<file path="src/logic/synth_config_defines.svh">
// Bit positions, reset values and timing figures of the synthesizer core.
`ifndef SYNTH_CONFIG_DEFINES_SVH
`define SYNTH_CONFIG_DEFINES_SVH

// ****************************************
// Word layout and latch selection
// ****************************************
`define WORD_BITS 24
`define SEL_CONTROL 2'h0
`define SEL_REFERENCE 2'h1
`define SEL_FEEDBACK 2'h2
`define SEL_TEST 2'h3
`define LATCH_RESET 24'h000000

// ****************************************
// Control latch fields
// ****************************************
`define CTL_PD_MODE 21
`define CTL_PD_REQUEST 20
`define CTL_CUR_TWO_HI 19
`define CTL_CUR_TWO_LO 17
`define CTL_CUR_ONE_HI 16
`define CTL_CUR_ONE_LO 14
`define CTL_LEVEL_HI 13
`define CTL_LEVEL_LO 12
`define CTL_MUTE 11
`define CTL_GAIN 10
`define CTL_PUMP_OFF 9
`define CTL_POLARITY 8
`define CTL_STATUS_HI 7
`define CTL_STATUS_LO 5
`define CTL_DIV_RESET 4
`define CTL_CORE_HI 3
`define CTL_CORE_LO 2

// ****************************************
// Reference and feedback latch fields
// ****************************************
`define REF_BAND_HI 21
`define REF_BAND_LO 20
`define REF_PRECISION 18
`define REF_BACKLASH_HI 17
`define REF_BACKLASH_LO 16
`define REF_RATIO_HI 15
`define REF_RATIO_LO 2
`define FB_GAIN 21
`define FB_RATIO_HI 20
`define FB_RATIO_LO 8
`define FB_RATIO_MIN 13'h0003

// ****************************************
// Timing and counts
// ****************************************
`define CLOCK_MHZ 40
`define LOCK_ERROR_NS 15
`define UNLOCK_ERROR_NS 25
`define LOCK_CYCLES_LOW 3
`define LOCK_CYCLES_HIGH 5
`define BAND_CYCLES 5
`define SYNC_STAGES 3

`endif

</file>
<file path="src/logic/synth_config_pkg.sv">
// Types shared by the synthesizer digital core.
`default_nettype none
package synth_config_pkg;
  typedef enum logic [2:0] {
    BAND_IDLE = 3'h1,
    BAND_SEARCH = 3'h2,
    BAND_SETTLE = 3'h4
  } band_state_t;
  typedef enum logic [2:0] {
    STATUS_LOW = 3'h0,
    STATUS_LOCK = 3'h1,
    STATUS_FEEDBACK = 3'h2,
    STATUS_HIGH = 3'h3,
    STATUS_REFERENCE = 3'h4,
    STATUS_BAND = 3'h5,
    STATUS_POWER = 3'h6,
    STATUS_MUTE = 3'h7
  } status_sel_t;
endpackage : synth_config_pkg
`default_nettype wire

</file>
<file path="src/logic/synth_serial_config.sv">
// Serial configuration, dividers, lock detect and band select of the core.
`default_nettype none
`include "synth_config_defines.svh"

module synth_serial_config (
  // Clock and reset
  input wire logic clock,
  input wire logic reset_n,
  // Serial link pins
  input wire logic serialClock,
  input wire logic serialData,
  input wire logic load_strobe,
  // Device pins
  input wire logic chipEnable,
  input wire logic reference_input,
  input wire logic feedbackInput,
  // Status and loop controls
  output logic status_output,
  output logic locked,
  output logic refDivPulse,
  output logic fbDivPulse,
  output logic [1:0] antibacklashWidth,
  output logic pump_gain_select,
  output logic [2:0] pumpCurrent,
  output logic pumpThreeState,
  output logic detector_polarity,
  // Oscillator and output stage
  output logic [1:0] coreCurrentCode,
  output logic [1:0] outputLevelCode,
  output logic outputStageOn,
  output logic tuneHold,
  output logic powerDown
);

  localparam int NPINS = 6;
  localparam int LOCK_CYC_RAW = `LOCK_ERROR_NS * `CLOCK_MHZ / 1000;
  localparam int UNLOCK_CYC_RAW = `UNLOCK_ERROR_NS * `CLOCK_MHZ / 1000;
  localparam logic [7:0] LOCK_CYC =
    8'(LOCK_CYC_RAW < 1 ? 1 : LOCK_CYC_RAW);
  localparam logic [7:0] UNLOCK_CYC =
    8'(UNLOCK_CYC_RAW < 1 ? 1 : UNLOCK_CYC_RAW);

  // ****************************************
  // Pin synchronisers
  // ****************************************
  logic [NPINS-1:0] pinRaw;
  logic [NPINS-1:0] pinF;
  logic [NPINS-1:0] pinPrev;
  assign pinRaw = {feedbackInput, reference_input, chipEnable,
                   load_strobe, serialData, serialClock};

  // A pin change counts once the second and third stages agree.
  for (genvar i = 0; i < NPINS; i++) begin : g_sync
    logic s1;
    logic s2;
    logic s3;
    always_ff @(posedge clock or negedge reset_n) begin
      if (!reset_n) begin
        s1 <= 1'b0;
        s2 <= 1'b0;
        s3 <= 1'b0;
        pinF[i] <= 1'b0;
        pinPrev[i] <= 1'b0;
      end else begin
        s1 <= pinRaw[i];
        s2 <= s1;
        s3 <= s2;
        if (s2 == s3) begin
          pinF[i] <= s3;
        end
        pinPrev[i] <= pinF[i];
      end
    end
  end

  logic sclkRise;
  logic strobeRise;
  logic dataF;
  logic ceF;
  logic refRise;
  logic fbRise;
  assign sclkRise = pinF[0] && !pinPrev[0];
  assign dataF = pinF[1];
  assign strobeRise = pinF[2] && !pinPrev[2];
  assign ceF = pinF[3];
  assign refRise = pinF[4] && !pinPrev[4];
  assign fbRise = pinF[5] && !pinPrev[5];

  // ****************************************
  // Shift register and latches
  // ****************************************
  logic [23:0] shiftReg;
  logic [23:0] control_word_latch;
  logic [23:0] referenceLatch;
  logic [23:0] feedback_divider_latch;
  logic [23:0] testLatch;
  logic fbWrite;
  logic ctlWrite;

  always_ff @(posedge clock or negedge reset_n) begin
    if (!reset_n) begin
      shiftReg <= `LATCH_RESET;
    end else if (sclkRise) begin
      shiftReg <= {shiftReg[22:0], dataF};
    end
  end

  assign ctlWrite = strobeRise && shiftReg[1:0] == `SEL_CONTROL;
  assign fbWrite = strobeRise && shiftReg[1:0] == `SEL_FEEDBACK;

  always_ff @(posedge clock or negedge reset_n) begin
    if (!reset_n) begin
      control_word_latch <= `LATCH_RESET;
      referenceLatch <= `LATCH_RESET;
      feedback_divider_latch <= `LATCH_RESET;
      testLatch <= `LATCH_RESET;
    end else if (strobeRise) begin
      case (shiftReg[1:0])
        `SEL_CONTROL: control_word_latch <= shiftReg;
        `SEL_REFERENCE: referenceLatch <= shiftReg;
        `SEL_FEEDBACK: feedback_divider_latch <= shiftReg;
        default: testLatch <= shiftReg;
      endcase
    end
  end

  always_ff @(posedge clock or negedge reset_n) begin
    if (!reset_n) begin
      pump_gain_select <= 1'b0;
    end else if (ctlWrite) begin
      pump_gain_select <= shiftReg[`CTL_GAIN];
    end else if (fbWrite) begin
      pump_gain_select <= shiftReg[`FB_GAIN];
    end
  end

  // ****************************************
  // Power-down
  // ****************************************
  logic powerdown_mode;
  logic powerdown_request;
  logic divider_reset;
  logic [1:0] syncEdges;
  assign powerdown_mode = control_word_latch[`CTL_PD_MODE];
  assign powerdown_request = control_word_latch[`CTL_PD_REQUEST];
  assign divider_reset = control_word_latch[`CTL_DIV_RESET];

  // The synchronous request waits two reference outputs so the pump is
  // never cut off in the middle of a correction pulse.
  // chip enable power-down
  always_ff @(posedge clock or negedge reset_n) begin
    if (!reset_n) begin
      powerDown <= 1'b0;
      syncEdges <= 2'h0;
    end else begin
      if (ctlWrite) begin
        syncEdges <= 2'h0;
      end else if (refDivPulse && syncEdges != 2'h2) begin
        syncEdges <= syncEdges + 2'h1;
      end
      powerDown <= !ceF || (powerdown_request &&
                   (!powerdown_mode || syncEdges == 2'h2));
    end
  end

  logic haltCounters;
  assign haltCounters = powerDown || divider_reset;

  // ****************************************
  // Reference and feedback dividers
  // ****************************************
  logic [13:0] refRatio;
  logic [13:0] refCount;
  logic [12:0] fbRatio;
  logic [12:0] fbCount;
  assign refRatio = referenceLatch[`REF_RATIO_HI:`REF_RATIO_LO];
  assign fbRatio = feedback_divider_latch[`FB_RATIO_HI:`FB_RATIO_LO];

  always_ff @(posedge clock or negedge reset_n) begin
    if (!reset_n) begin
      refCount <= 14'h0001;
      refDivPulse <= 1'b0;
    end else if (haltCounters) begin
      refCount <= 14'h0001;
      refDivPulse <= 1'b0;
    end else begin
      refDivPulse <= 1'b0;
      if (refRise) begin
        if (refCount >= refRatio) begin
          refCount <= 14'h0001;
          refDivPulse <= 1'b1;
        end else begin
          refCount <= refCount + 14'h0001;
        end
      end
    end
  end

  // feedback divide, ratio held at least three
  always_ff @(posedge clock or negedge reset_n) begin
    if (!reset_n) begin
      fbCount <= 13'h0001;
      fbDivPulse <= 1'b0;
    end else if (haltCounters) begin
      fbCount <= 13'h0001;
      fbDivPulse <= 1'b0;
    end else begin
      fbDivPulse <= 1'b0;
      if (fbRise) begin
        if (fbCount >= fbRatio && fbCount >= `FB_RATIO_MIN) begin
          fbCount <= 13'h0001;
          fbDivPulse <= 1'b1;
        end else begin
          fbCount <= fbCount + 13'h0001;
        end
      end
    end
  end

  // ****************************************
  // Phase error and lock detect
  // ****************************************
  logic pendRef;
  logic pendFb;
  logic [7:0] errCount;
  logic [7:0] errCycles;
  logic errDone;
  logic lock_precision;
  logic [2:0] lockNeed;
  logic [2:0] goodRun;
  assign lock_precision = referenceLatch[`REF_PRECISION];

  // A second edge of the same kind before the other one arrives is
  // reported as the largest error, which always counts as out of lock.
  always_ff @(posedge clock or negedge reset_n) begin
    if (!reset_n) begin
      pendRef <= 1'b0;
      pendFb <= 1'b0;
      errCount <= 8'h00;
      errCycles <= 8'h00;
      errDone <= 1'b0;
    end else if (haltCounters) begin
      // Counters held at their load state leave no edge pending, so a stale
      // edge cannot spoil the first detector cycle after a restart.
      pendRef <= 1'b0;
      pendFb <= 1'b0;
      errCount <= 8'h00;
      errDone <= 1'b0;
    end else begin
      errDone <= 1'b0;
      if (errCount != 8'hFF) begin
        errCount <= errCount + 8'h01;
      end
      if (refDivPulse && fbDivPulse) begin
        errDone <= 1'b1;
        errCycles <= (pendRef || pendFb) ? 8'hFF : 8'h00;
        pendRef <= 1'b0;
        pendFb <= 1'b0;
      end else if ((refDivPulse && pendFb) || (fbDivPulse && pendRef)) begin
        errDone <= 1'b1;
        errCycles <= (errCount == 8'hFF) ? 8'hFF : errCount + 8'h01;
        pendRef <= 1'b0;
        pendFb <= 1'b0;
      end else if (refDivPulse || fbDivPulse) begin
        errDone <= pendRef || pendFb;
        errCycles <= 8'hFF;
        pendRef <= refDivPulse;
        pendFb <= fbDivPulse;
        errCount <= 8'h00;
      end
    end
  end

  assign lockNeed = lock_precision ? 3'(`LOCK_CYCLES_HIGH)
                                   : 3'(`LOCK_CYCLES_LOW);

  always_ff @(posedge clock or negedge reset_n) begin
    if (!reset_n) begin
      locked <= 1'b0;
      goodRun <= 3'h0;
    end else if (powerDown) begin
      locked <= 1'b0;
      goodRun <= 3'h0;
    end else if (errDone) begin
      if (errCycles < LOCK_CYC) begin
        if (goodRun != 3'h7) begin
          goodRun <= goodRun + 3'h1;
        end
        if (goodRun + 3'h1 >= lockNeed) begin
          locked <= 1'b1;
        end
      end else begin
        goodRun <= 3'h0;
        if (errCycles > UNLOCK_CYC) begin
          locked <= 1'b0;
        end
      end
    end
  end

  // ****************************************
  // Band select
  // ****************************************
  synth_config_pkg::band_state_t bandState;
  logic [2:0] bandDiv;
  logic [2:0] bandMask;
  logic [2:0] bandCount;
  logic bandTick;

  // band clock divide by 1, 2, 4 or 8
  always_comb begin
    case (referenceLatch[`REF_BAND_HI:`REF_BAND_LO])
      2'h0: bandMask = 3'h0;
      2'h1: bandMask = 3'h1;
      2'h2: bandMask = 3'h3;
      default: bandMask = 3'h7;
    endcase
  end
  assign bandTick = refDivPulse && ((bandDiv & bandMask) == bandMask);

  always_ff @(posedge clock or negedge reset_n) begin
    if (!reset_n) begin
      bandDiv <= 3'h0;
    end else if (haltCounters) begin
      bandDiv <= 3'h0;
    end else if (refDivPulse) begin
      bandDiv <= bandDiv + 3'h1;
    end
  end

  // search at power-up and feedback write
  always_ff @(posedge clock or negedge reset_n) begin
    if (!reset_n) begin
      bandState <= synth_config_pkg::BAND_SEARCH;
      bandCount <= 3'h0;
    end else if (fbWrite) begin
      bandState <= synth_config_pkg::BAND_SEARCH;
      bandCount <= 3'h0;
    end else begin
      case (bandState)
        synth_config_pkg::BAND_SEARCH: begin
          if (bandTick) begin
            bandCount <= bandCount + 3'h1;
            if (bandCount == 3'(`BAND_CYCLES - 1)) begin
              bandState <= synth_config_pkg::BAND_SETTLE;
            end
          end
        end
        synth_config_pkg::BAND_SETTLE: begin
          bandState <= synth_config_pkg::BAND_IDLE;
        end
        default: begin
          bandState <= synth_config_pkg::BAND_IDLE;
        end
      endcase
    end
  end
  assign tuneHold = bandState == synth_config_pkg::BAND_SEARCH;

  // ****************************************
  // Analog codes and status output
  // ****************************************
  logic mute_until_lock;
  assign mute_until_lock = control_word_latch[`CTL_MUTE];

  always_ff @(posedge clock or negedge reset_n) begin
    if (!reset_n) begin
      antibacklashWidth <= 2'h0;
      pumpCurrent <= 3'h0;
      pumpThreeState <= 1'b1;
      detector_polarity <= 1'b0;
      coreCurrentCode <= 2'h0;
      outputLevelCode <= 2'h0;
      outputStageOn <= 1'b0;
    end else begin
      antibacklashWidth <=
        referenceLatch[`REF_BACKLASH_HI:`REF_BACKLASH_LO];
      pumpCurrent <= pump_gain_select
        ? control_word_latch[`CTL_CUR_TWO_HI:`CTL_CUR_TWO_LO]
        : control_word_latch[`CTL_CUR_ONE_HI:`CTL_CUR_ONE_LO];
      pumpThreeState <= powerDown || control_word_latch[`CTL_PUMP_OFF];
      detector_polarity <= control_word_latch[`CTL_POLARITY];
      coreCurrentCode <= control_word_latch[`CTL_CORE_HI:`CTL_CORE_LO];
      outputLevelCode <= control_word_latch[`CTL_LEVEL_HI:`CTL_LEVEL_LO];
      outputStageOn <= !powerDown && (!mute_until_lock || locked);
    end
  end

  always_ff @(posedge clock or negedge reset_n) begin
    if (!reset_n) begin
      status_output <= 1'b0;
    end else begin
      case (synth_config_pkg::status_sel_t'(
            control_word_latch[`CTL_STATUS_HI:`CTL_STATUS_LO]))
        synth_config_pkg::STATUS_LOCK: status_output <= locked;
        synth_config_pkg::STATUS_FEEDBACK: status_output <= fbDivPulse;
        synth_config_pkg::STATUS_HIGH: status_output <= 1'b1;
        synth_config_pkg::STATUS_REFERENCE: status_output <= refDivPulse;
        synth_config_pkg::STATUS_BAND: status_output <= tuneHold;
        synth_config_pkg::STATUS_POWER: status_output <= powerDown;
        synth_config_pkg::STATUS_MUTE: status_output <= !outputStageOn;
        default: status_output <= 1'b0;
      endcase
    end
  end
endmodule : synth_serial_config
`default_nettype wire

</file>
<file path="config.mk">
export PLATFORM = sky130hd
export DESIGN_NAME = synth_serial_config
export DESIGN_NICKNAME = d
export VERILOG_FILES = /design/src/logic/synth_config_pkg.sv /design/src/logic/synth_serial_config.sv
export VERILOG_INCLUDE_DIRS = /design/src /design/src/logic
export SDC_FILE = /design/constraint.sdc
export NUM_CORES = 1
export LEC_CHECK = 0
export BUFFER_PORTS_ARGS = -buffer_cell sky130_fd_sc_hd__buf_2
export CELL_PAD_IN_SITES_DETAIL_PLACEMENT = 1
export CELL_PAD_IN_SITES_GLOBAL_PLACEMENT = 1
export CORE_ASPECT_RATIO = 0.6
export CORE_MARGIN = 3
export CORE_UTILIZATION = 50
export DETAILED_ROUTE_END_ITERATION = 6
export GPL_ROUTABILITY_DRIVEN = 0
export PLACE_DENSITY = 0.86
export SYNTH_ARGS = -nofsm -noshare
export SYNTH_HDL_FRONTEND = slang
export SYNTH_SLANG_ARGS = --single-unit
</file>
<file path="constraint.sdc">
create_clock -name clock -period 3.44 [get_ports clock]
set_clock_uncertainty 0.1 [all_clocks]
set_input_delay 0 -clock clock [delete_from_list [all_inputs] [get_ports clock]]
set_output_delay 0 -clock clock [all_outputs]
set_load 0.005 [all_outputs]
</file>
Yosys cells after proc, flatten, opt, wreduce, memory -nomap -nowiden
Cells that the tools add are included.
{ "word_totals": {"inputBits": 8, "mem_count": 0, "register_bits": 193, "output_inout_bits": 19, "romBits": 0, "wordCells": 213, "latchBits": 0, "ram_bits": 0} }
{ "op_classes": {"shift": 0, "reduce_logical": 52, "muxes": 60, "order_cmp": 6, "n_mul": 0, "div": 0, "n_bitwise": 2, "eq_ne": 29, "add_sub_neg": 7} }
{ "op_table": {"columns": ["cell", "count"], "rows": [
  ["$mux W8", 10],
  ["$mux W3", 15],
  ["$mux W14", 3],
  ["$mux W13", 3],
  ["$mux W1", 25],
  ["$reduce_bool A2 Y1", 8],
  ["$eq A3 B3 Y1 const B", 5],
  ["$add A14 B1 Y14 const B", 1],
  ["$ge A14 B14 Y1", 1],
  ["$logic_and A1 B1 Y1", 14],
  ["$reduce_and A2 Y1", 7],
  ["$add A13 B1 Y13 const B", 1],
  ["$ge A13 B13 Y1", 1],
  ["$ge A13 B2 Y1 const B", 1],
  ["$add A3 B1 Y3 const B", 3],
  ["$eq A3 B2 Y1 const B", 3],
  ["$logic_not A1 Y1", 9],
  ["$pmux W3 S3", 1],
  ["$add A8 B1 Y8 const B", 1],
  ["$eq A8 B8 Y1 const B", 1],
  ["$gt A8 B1 Y1 const B", 1],
  ["$logic_or A1 B1 Y1", 8],
  ["$lt A8 B1 Y1 const B", 1],
  ["$ne A8 B8 Y1 const B", 1],
  ["other kinds (19)", 32]
]} }

Depth between registers and ports, before layout
Gate-level depths: netlist (run 1).
{ "logic_depth": {"depth_word": 8, "mapped_depth": 9, "depth_no_buf": 8} }

Least setup slack after synthesis (run 1)
OpenSTA, ideal clock, no wires.
{ "synth_timing": {"path_kind": "flip-flop to flip-flop", "startpoint": "register fbCount[6]", "endpoint": "register fbCount[9]", "n_path_buf": 1, "stages_incl_launch_ff": 9, "setup_ns": 0.064, "path_slack_ns": 1.242, "period_less_slack_ns": 2.198, "arrival_ns": 2.034, "required_ns": 3.276, "path_cell_list": "dfrtp_1 -> ha_1 -> a21o_1 -> a221o_1 -> a221oi_2 -> o21ai_2 -> a31oi_4 -> buf_6 -> a31o_2"} }
{ "synth_via": {"elab_chain_cells": 5, "elab_cells_between_ends": 7, "cone_classes": "add/sub (1); order compare (2); mux (3); reduce/logical (1)"} }
{ "synth_lines": {"columns": ["element", "line", "rtl"], "rows": [
  ["start, declared", "synth_serial_config.sv:175", "logic [12:0] fbCount;"],
  ["start signal, assigned", "synth_serial_config.sv:214", "fbCount <= fbCount + 13'h0001;"],
  ["$ge A13 B13 Y1 / $ge A13 B2 Y1 (equally long branches)", null, null],
  ["$logic_and A1 B1 Y1 (no line)", null, null],
  ["$mux W13 (*)", "synth_serial_config.sv:210", "if (fbCount >= fbRatio && fbCount >= `FB_RATIO_MIN) begin"],
  ["$mux W13 (*)", "synth_serial_config.sv:209", "if (fbRise) begin"],
  ["$mux W13 (*)", "synth_serial_config.sv:204", "end else if (haltCounters) begin"]
]} }
Mark *: on every way between the ends. The rest lies on a longest branch, timed or not. The select of a mux whose other input is x is not followed.
A chain may end at the register's enable or synchronous reset.

Final worst setup path (run 1)
{ "layout_timing": {"startpoint": "register referenceLatch[6]", "endpoint": "register refCount[3]"} }
{ "layout_via": {"elab_chain_cells": 4} }
{ "layout_lines": {"columns": ["element", "line", "rtl"], "rows": [
  ["start, declared", "synth_serial_config.sv:94", "logic [23:0] referenceLatch;"],
  ["start signal, assigned", "synth_serial_config.sv:114", "referenceLatch <= `LATCH_RESET;"],
  ["start signal, assigned", "synth_serial_config.sv:120", "`SEL_REFERENCE: referenceLatch <= shiftReg;"],
  ["$ge A14 B14 Y1", "synth_serial_config.sv:189", "if (refCount >= refRatio) begin"],
  ["$mux W14", "synth_serial_config.sv:189", null],
  ["$mux W14", "synth_serial_config.sv:188", "if (refRise) begin"],
  ["$mux W14", "synth_serial_config.sv:183", "end else if (haltCounters) begin"],
  ["end signal, assigned", "synth_serial_config.sv:193", "refCount <= refCount + 14'h0001;"],
  ["end, declared", "synth_serial_config.sv:173", "logic [13:0] refCount;"]
]} }
No other way between the ends. The select of a mux whose other input is x is not followed.

==> results.md, run 1 <==
* Status: complete, no violations
* Via count at 5387
* WHS at 0.05526 ns
* Sequential area share after synthesis at 0.5758
* # clock sinks at 179
* Synth Area per Inst at 11.59 µm²
* Die Span X at 167.1 µm
* Crit path max-delay family: compound AO/OA/AOI/OAI gates
* Routed len/inst at 21.67 µm
* Max incr delay on CP at 0.50 ns
* Clk_lat worst skew at 0.44 ns
* CTS tree: done
* WP data arrival at 2.77 ns
* Diode count at 0
* Worst rel slew slack at 0.1769
* TNS Setup at 0 ns
* Synth Register Bits at 179
* Final hold viol count at 0
* Die height at 102.7 µm
* Largest area contributor in the netlist: dfrtp_1
* Via/cell ratio at 5.824
* Main flop type after synthesis: dfrtp_1
* Post-CTS Resized at 0
* Slew Viols, Final at 0
* Starting Density at 0.5245
* Drc violations at 0
* Crit. End Element: flop
* Final wirelength at 20050 µm
* Worst-Margin Slew at 1.229 ns
* Max VDD drop at 347.1 µV
* # nets final at 761
* WP buf/inv at 1
* Worst-case clock buffer depth at 2
* Number of flops mapped to enable cells by yosys at 0
* Syn Inst Count at 672
* WP data required at 3.64 ns
* ANT nets after route at 0
* Slowest CP cell: o21ai_1
* Leak at 4.188 nW
* Site Rows at 34
* Initial DRC Count at 437
* Crit Reg-Reg Startpoint: referenceLatch[6]
* Synth Net Count at 719
* CP Cell Sequence: inv_1, ha_1, nand4_1, o21bai_1, a311oi_1, nor2_1, o21ai_1, nor2_1
* Reg-to-reg endpoint: refCount[3]
* Final period utilization at 0.7466
* Synth unique cells at 57
* Setup Viol. Count Final at 0
* Worst r2r path cells at 8
* Asr flop ratio synth at 1.000
* Htree depth at 4
* Clk slew on worst S/H paths at 0.08 ns
* Mapped cell area at 7787 µm²
* Reg2Reg Setup Slack at 0.87 ns
* Yosys warnings at 0
* Min Tclk post-route at 2.568 ns
* Critical path class: reg2reg
* Share of layout cells above drive strength 1 at 0.1871
* Share of Yosys cell area claimed by the top area cell type at 0.5623
* Congestion Overflow GR at 0
* Global-route wire length before repair at 32910 µm
* I/O pin cnt at 27
* Number of max-cap violations at 0
* Fmax at 389.4 MHz
* Root Driver: clkbuf_16
* PortBufs at 26
* Worst Setup Start Kind: flop
* GRT Total Usage at 0.2480
* Area delta synth->final at 14.19%
* TritonCTS Buffers at 17
* Die ar. at 17160 µm²
* Top post-synthesis cells by area: dfrtp_1 (56%), mux2_2 (7.2%), ha_1 (6.3%)
* Cell mode on critical path: nor2_1
* Initial antenna violation count at 0
* Vias in the first global route at 5973
* Hpwl dp at 13170 µm
* Core area at 14850 µm²
* Length of the first detailed-routing pass in iterations at 4
* Largest net degree at the start of global routing at 83
* Max Fanout on Critical Path at 8
* PD cells at 684.3 nW/µm²
* Min-delay worst type: in2async
* RSZ-0062 raised after global routing: false
-- final cells by class --
type	count	area, µm²
Sequential cell	179	4484
Multi-Input combinational cell	433	3110
Tap cell	198	247.7
Clock inverter	15	187.7
Timing Repair Buffer	41	279.0
Clock buffer	17	425.4
Inverter	42	157.7
Fill cell	1544	5954
-- cells in the mapped netlist, drive strengths merged (2+ instances only) --
library cell,instances
a211o,2
a211oi,3
a21o,9
a21oi,23
a221o,3
a22o,4
a31o,5
a31oi,3
and2,6
and2b,2
and3,13
and4,5
buf,3
clkbuf,15
dfrtp,175
dfstp,4
ha,39
inv,41
maj3,6
mux2,50
mux2i,5
nand2,61
nand2b,9
nand3,18
nand4,7
nor2,45
nor2b,6
nor3,9
nor4,5
nor4bb,2
o21a,4
o21ai,47
o221ai,2
o22a,3
or2,3
xnor2,10
xor2,12
-- placed cells by master (no fill, tap or decap), types with 10 or more instances in the layout --
cell type / count
a21oi_1: 23
nand3_1: 18
dfrtp_1: 175
and3_1: 13
o21ai_0: 45
clkbuf_16: 17
xnor2_1: 10
nand2_1: 61
ha_1: 39
mux2_2: 50
xor2_1: 12
buf_2: 25
inv_1: 41
nor2_1: 45
-- logic make-up after synthesis --
family	Yosys count	share of synthesized area
compound gates	116	0.09656
xor+xnor	22	0.02474
fa+ha+maj	45	0.07037
buf+inv	60	0.03004
flops	179	0.5758
mux	55	0.07873
simple gates	195	0.1237
-- power breakdown --
part           switching [mW]  internal, mW  leakage (nW)  total (mW)
sequential              0.373          2.50          2.32        2.87
combinational           0.677         0.519          1.57        1.20
clock                   0.964          1.05         0.294        2.02
-- sequential cells by signal, indices dropped and copies added, names as in the netlist, 4 cells and up --
name and flops:
g_sync.s3 6, pinPrev 4, fbCount 13, control_word_latch 19
errCycles 8, refCount 14, errCount 8, feedback_divider_latch 13
g_sync.s2 6, pinF 4, g_sync.s1 6, shiftReg 22
referenceLatch 19
-- metal layers --
metal | track usage | wire length (µm) | up-vias
met5 | 0 | 0 | -
met4 | 0.07541 | 283 | 0
met3 | 0.04061 | 847 | 25
met2 | 0.4309 | 9854 | 135
met1 | 0.3281 | 9062 | 2801
li1 | - | - | 2426
-- worst max-delay path by stage --
| stage | from | end | slack (ns) | cells after the start |
|---|---|---|---|---|
| 2_1_floorplan | fbCount[6] | fbCount[9] | 1.24 | 8 |
| 3_3_place_gp | fbCount[8] | fbCount[10] | 1.11 | 7 |
| 3_5_place_dp | fbCount[6] | fbCount[9] | 0.94 | 7 |
| 4_1_cts | referenceLatch[6] | refCount[3] | 0.88 | 8 |
| 5_1_grt | referenceLatch[6] | refCount[5] | 0.67 | 8 |
| 6_report | referenceLatch[6] | refCount[3] | 0.87 | 8 |
-- through the flow --
stage | area [µm²] | util | worst slack, ns | total power [mW] | cells
after CTS | 8892 | 0.5989 | 0.8839 | 6.129 | 925
after detailed placement | 8209 | 0.5529 | 0.9425 | 4.046 | 886
after floorplan | 7787 | - | 1.242 | 3.527 | 672
after global routing | 8892 | 0.5989 | 0.6706 | 6.402 | 925
after global placement | 8209 | 0.5529 | 1.114 | 3.894 | 886
final | 8892 | 0.5989 | 0.8719 | 6.085 | 925
-- timing repair --
action / in CTS / in global routing
hold buffers: 7 / 0
hold endpoints to repair: 86 / 0
buffers inserted: 0 / 0
Power figures use the tool's default switching activity.
==> inputs of run 2 (changes only) <==
- CORE_UTILIZATION: 50 -> 45
- PLACE_DENSITY: 0.86 -> 0.82
- clock period: 3.44 -> 2.32 ns (I/O delays scaled with it)
==> run 2 against run 1 <==
The flow now finishes with violations (negative setup slack). Clock power rose by 49%. Routed wire length grew 1.9%. Hold slack worse by 0.012 ns. Critical path type unchanged. Critical endpoint is now fbCount[10]. Highest routed layer unchanged.
==> results.md, run 2 (synthesis results as in run 1) <==
* Biggest register: shiftReg (unchanged)
* Area delta synth->final at 21.88% (was 14.19%)
* Number of max-cap violations at 0 (unchanged)
* Fmax at 393.9 MHz (was 389.4 MHz)
* Max VDD drop at 567.5 µV (was 347.1 µV)
* Final period utilization at 1.094 (was 0.7466)
* Overall power at 9.456 mW (was 6.085 mW)
* CTS tree: done (unchanged)
* Status: complete, but fails checks (was complete, no violations)
* Worst rel slew slack at 0.5379 (was 0.1769)
* RSZ-0062 raised after global routing: true (was false)
* Congestion Overflow GR at 0 (unchanged)
* Site Rows at 36 (was 34)
* Setup Viol. Count Final at 11 (was 0)
* Routed len/inst at 20.76 µm (was 21.67 µm)
* Htree depth at 4 (unchanged)
* TritonCTS Buffers at 17 (unchanged)
* Finished Cell Area at 9492 µm² (was 8892 µm²)
* Global-route wire length before repair at 32780 µm (was 32910 µm)
* Worst r2r path cells at 8 (unchanged)
* Clk slew on worst S/H paths at 0.07 ns (was 0.08 ns)
* Worst-case clock buffer depth at 2 (unchanged)
* Drc violations at 0 (unchanged)
* PD cells at 996.3 nW/µm² (was 684.3 nW/µm²)
* # nets final at 791 (was 761)
* PortBufs at 26 (unchanged)
* Clk_lat worst skew at 0.43 ns (was 0.44 ns)
* Die ar. at 18970 µm² (was 17160 µm²)
* Die height at 107.9 µm (was 102.7 µm)
* Worst-Margin Slew at 0.6900 ns (was 1.229 ns)
* Most common cell after layout, fill and taps aside: dfrtp_1 (unchanged)
* Starting Density at 0.4698 (was 0.5245)
* Reg-to-reg endpoint: fbCount[10] (was refCount[3])
* Length of the first detailed-routing pass in iterations at 4 (unchanged)
* Min-delay worst type: in2async (unchanged)
* Largest net degree at the start of global routing at 68 (was 83)
* WP data arrival at 2.81 ns (was 2.77 ns)
* Share of layout cells above drive strength 1 at 0.2606 (was 0.1871)
* Leak at 4.404 nW (was 4.188 nW)
* Vias in the first global route at 6055 (was 5973)
* Root Driver: clkbuf_16 (unchanged)
* Hpwl dp at 12990 µm (was 13170 µm)
* Placed instance area at 8369 µm² (was 8209 µm²)
* Cell Count, Final, Fillers Out at 984 (was 925)
* Core area at 16580 µm² (was 14850 µm²)
* Post-Place Worst Slack at -0.1433 ns (was 0.9425 ns)
* Worst Setup Start Kind: flop (unchanged)
* Slew Viols, Final at 0 (unchanged)
* Critical path class: reg2reg (unchanged)
* Diode count at 0 (unchanged)
* Die Span X at 175.8 µm (was 167.1 µm)
* Biggest regs: shiftReg x22, control_word_latch x19, referenceLatch x19 (unchanged)
* Placed cells at 929 (was 886)
* I/O pin cnt at 27 (unchanged)
* Commonest cells after routing, fill and taps aside: dfrtp_1 (172), nand2_1 (59), mux2_2 (50), nor2_1 (44), o21ai_0 (43) (was dfrtp_1 (175), nand2_1 (61), mux2_2 (50), nor2_1 (45), o21ai_0 (45))
* TNS Setup at -1.423 ns (was 0 ns)
* GRT Total Usage at 0.2216 (was 0.2480)
* Crit Reg-Reg Startpoint: fbCount[8] (was referenceLatch[6])
* Final hold viol count at 0 (unchanged)
* Min Tclk post-route at 2.539 ns (was 2.568 ns)
* Max Fanout on Critical Path at 5 (was 8)
* Failing checks: negative setup slack
* Via count at 5487 (was 5387)
* Initial DRC Count at 308 (was 437)
* WP data required at 2.59 ns (was 3.64 ns)
* Crit. End Element: flop (unchanged)
* Final wirelength at 20430 µm (was 20050 µm)
* Via/cell ratio at 5.576 (was 5.824)
* Fin worst setup slack at -0.2189 ns (was 0.8719 ns)
* # clock sinks at 179 (unchanged)
* Reg2Reg Setup Slack at -0.22 ns (was 0.87 ns)
* ANT nets after route at 0 (unchanged)
* Filler Cells Inserted at 1739 (was 1544)
* Number of flip-flops in the largest register at 22 (unchanged)
* Initial antenna violation count at 0 (unchanged)
[run 2: layout make-up]
| class | count | area [µm²] | share of cell area |
|---|---|---|---|
| clock buffer | 23 | 488.0 | 0.05141 |
| sequential | 179 | 4488 | 0.4728 |
| multi-input combinational | 434 | 3396 | 0.3578 |
| timing repair buffer | 70 | 551.8 | 0.05813 |
| tap | 228 | 285.3 | 0.03006 |
| clock inverter | 8 | 125.1 | 0.01318 |
| inverter | 42 | 157.7 | 0.01661 |
[run 2: how the worst max path moves through the flow]
| stage | to | startpoint | slack, ns |
|---|---|---|---|
| after CTS | fbCount[8] | fbCount[0] | -0.003 |
| after floorplan | fbCount[9] | fbCount[6] | 0.12 |
| after detailed placement | fbCount[10] | fbCount[7] | -0.14 |
| after global routing | fbCount[10] | fbCount[8] | -0.28 |
| final | fbCount[10] | fbCount[8] | -0.22 |
| after global placement | fbCount[9] | feedback_divider_latch[14] | 0.01 |
[run 2: power breakdown]
group | internal [mW] | switching, mW
Sequential | 3.71 | 0.538
Combinational | 1.02 | 1.18
Clock | 1.81 | 1.20
Total | 6.53 | 2.92
[run 2: stage by stage]
step | hold WS, ns | utilization
floorplan | -0.3956 | -
global placement | -0.07334 | 0.5049
detailed placement | -0.06447 | 0.5049
CTS | 0.05090 | 0.5519
global route | 0.07243 | 0.5726
finish | 0.04284 | 0.5726
[run 2: what timing repair did]
action                                  in CTS  in global routing
endpoints found under the setup margin      25                 26
endpoints found under the hold margin      144                  0
pin swaps                                    4                 16
hold buffers                                 7                  0
gates resized for setup                     11                 36
buffers inserted                             2                 13
cloned                                       0                  2
[run 2: routing by layer]
metal	vias to the layer above	GRT usage	wire length, µm
li1	2474	-	-
met1	2891	0.3068	9570
met2	100	0.3563	9892
met3	22	0.04475	743
met4	0	0.06776	223
met5	-	0	0
[run 2: critical path, stage by stage, from the launching register on]
cell      delay (ns)
dfrtp_1         0.43
ha_4            0.27
and2_4          0.14
a221o_1         0.35
a221oi_4        0.38
buf_4           0.19
o221ai_4        0.16
nor3_2          0.30
a31o_4          0.15
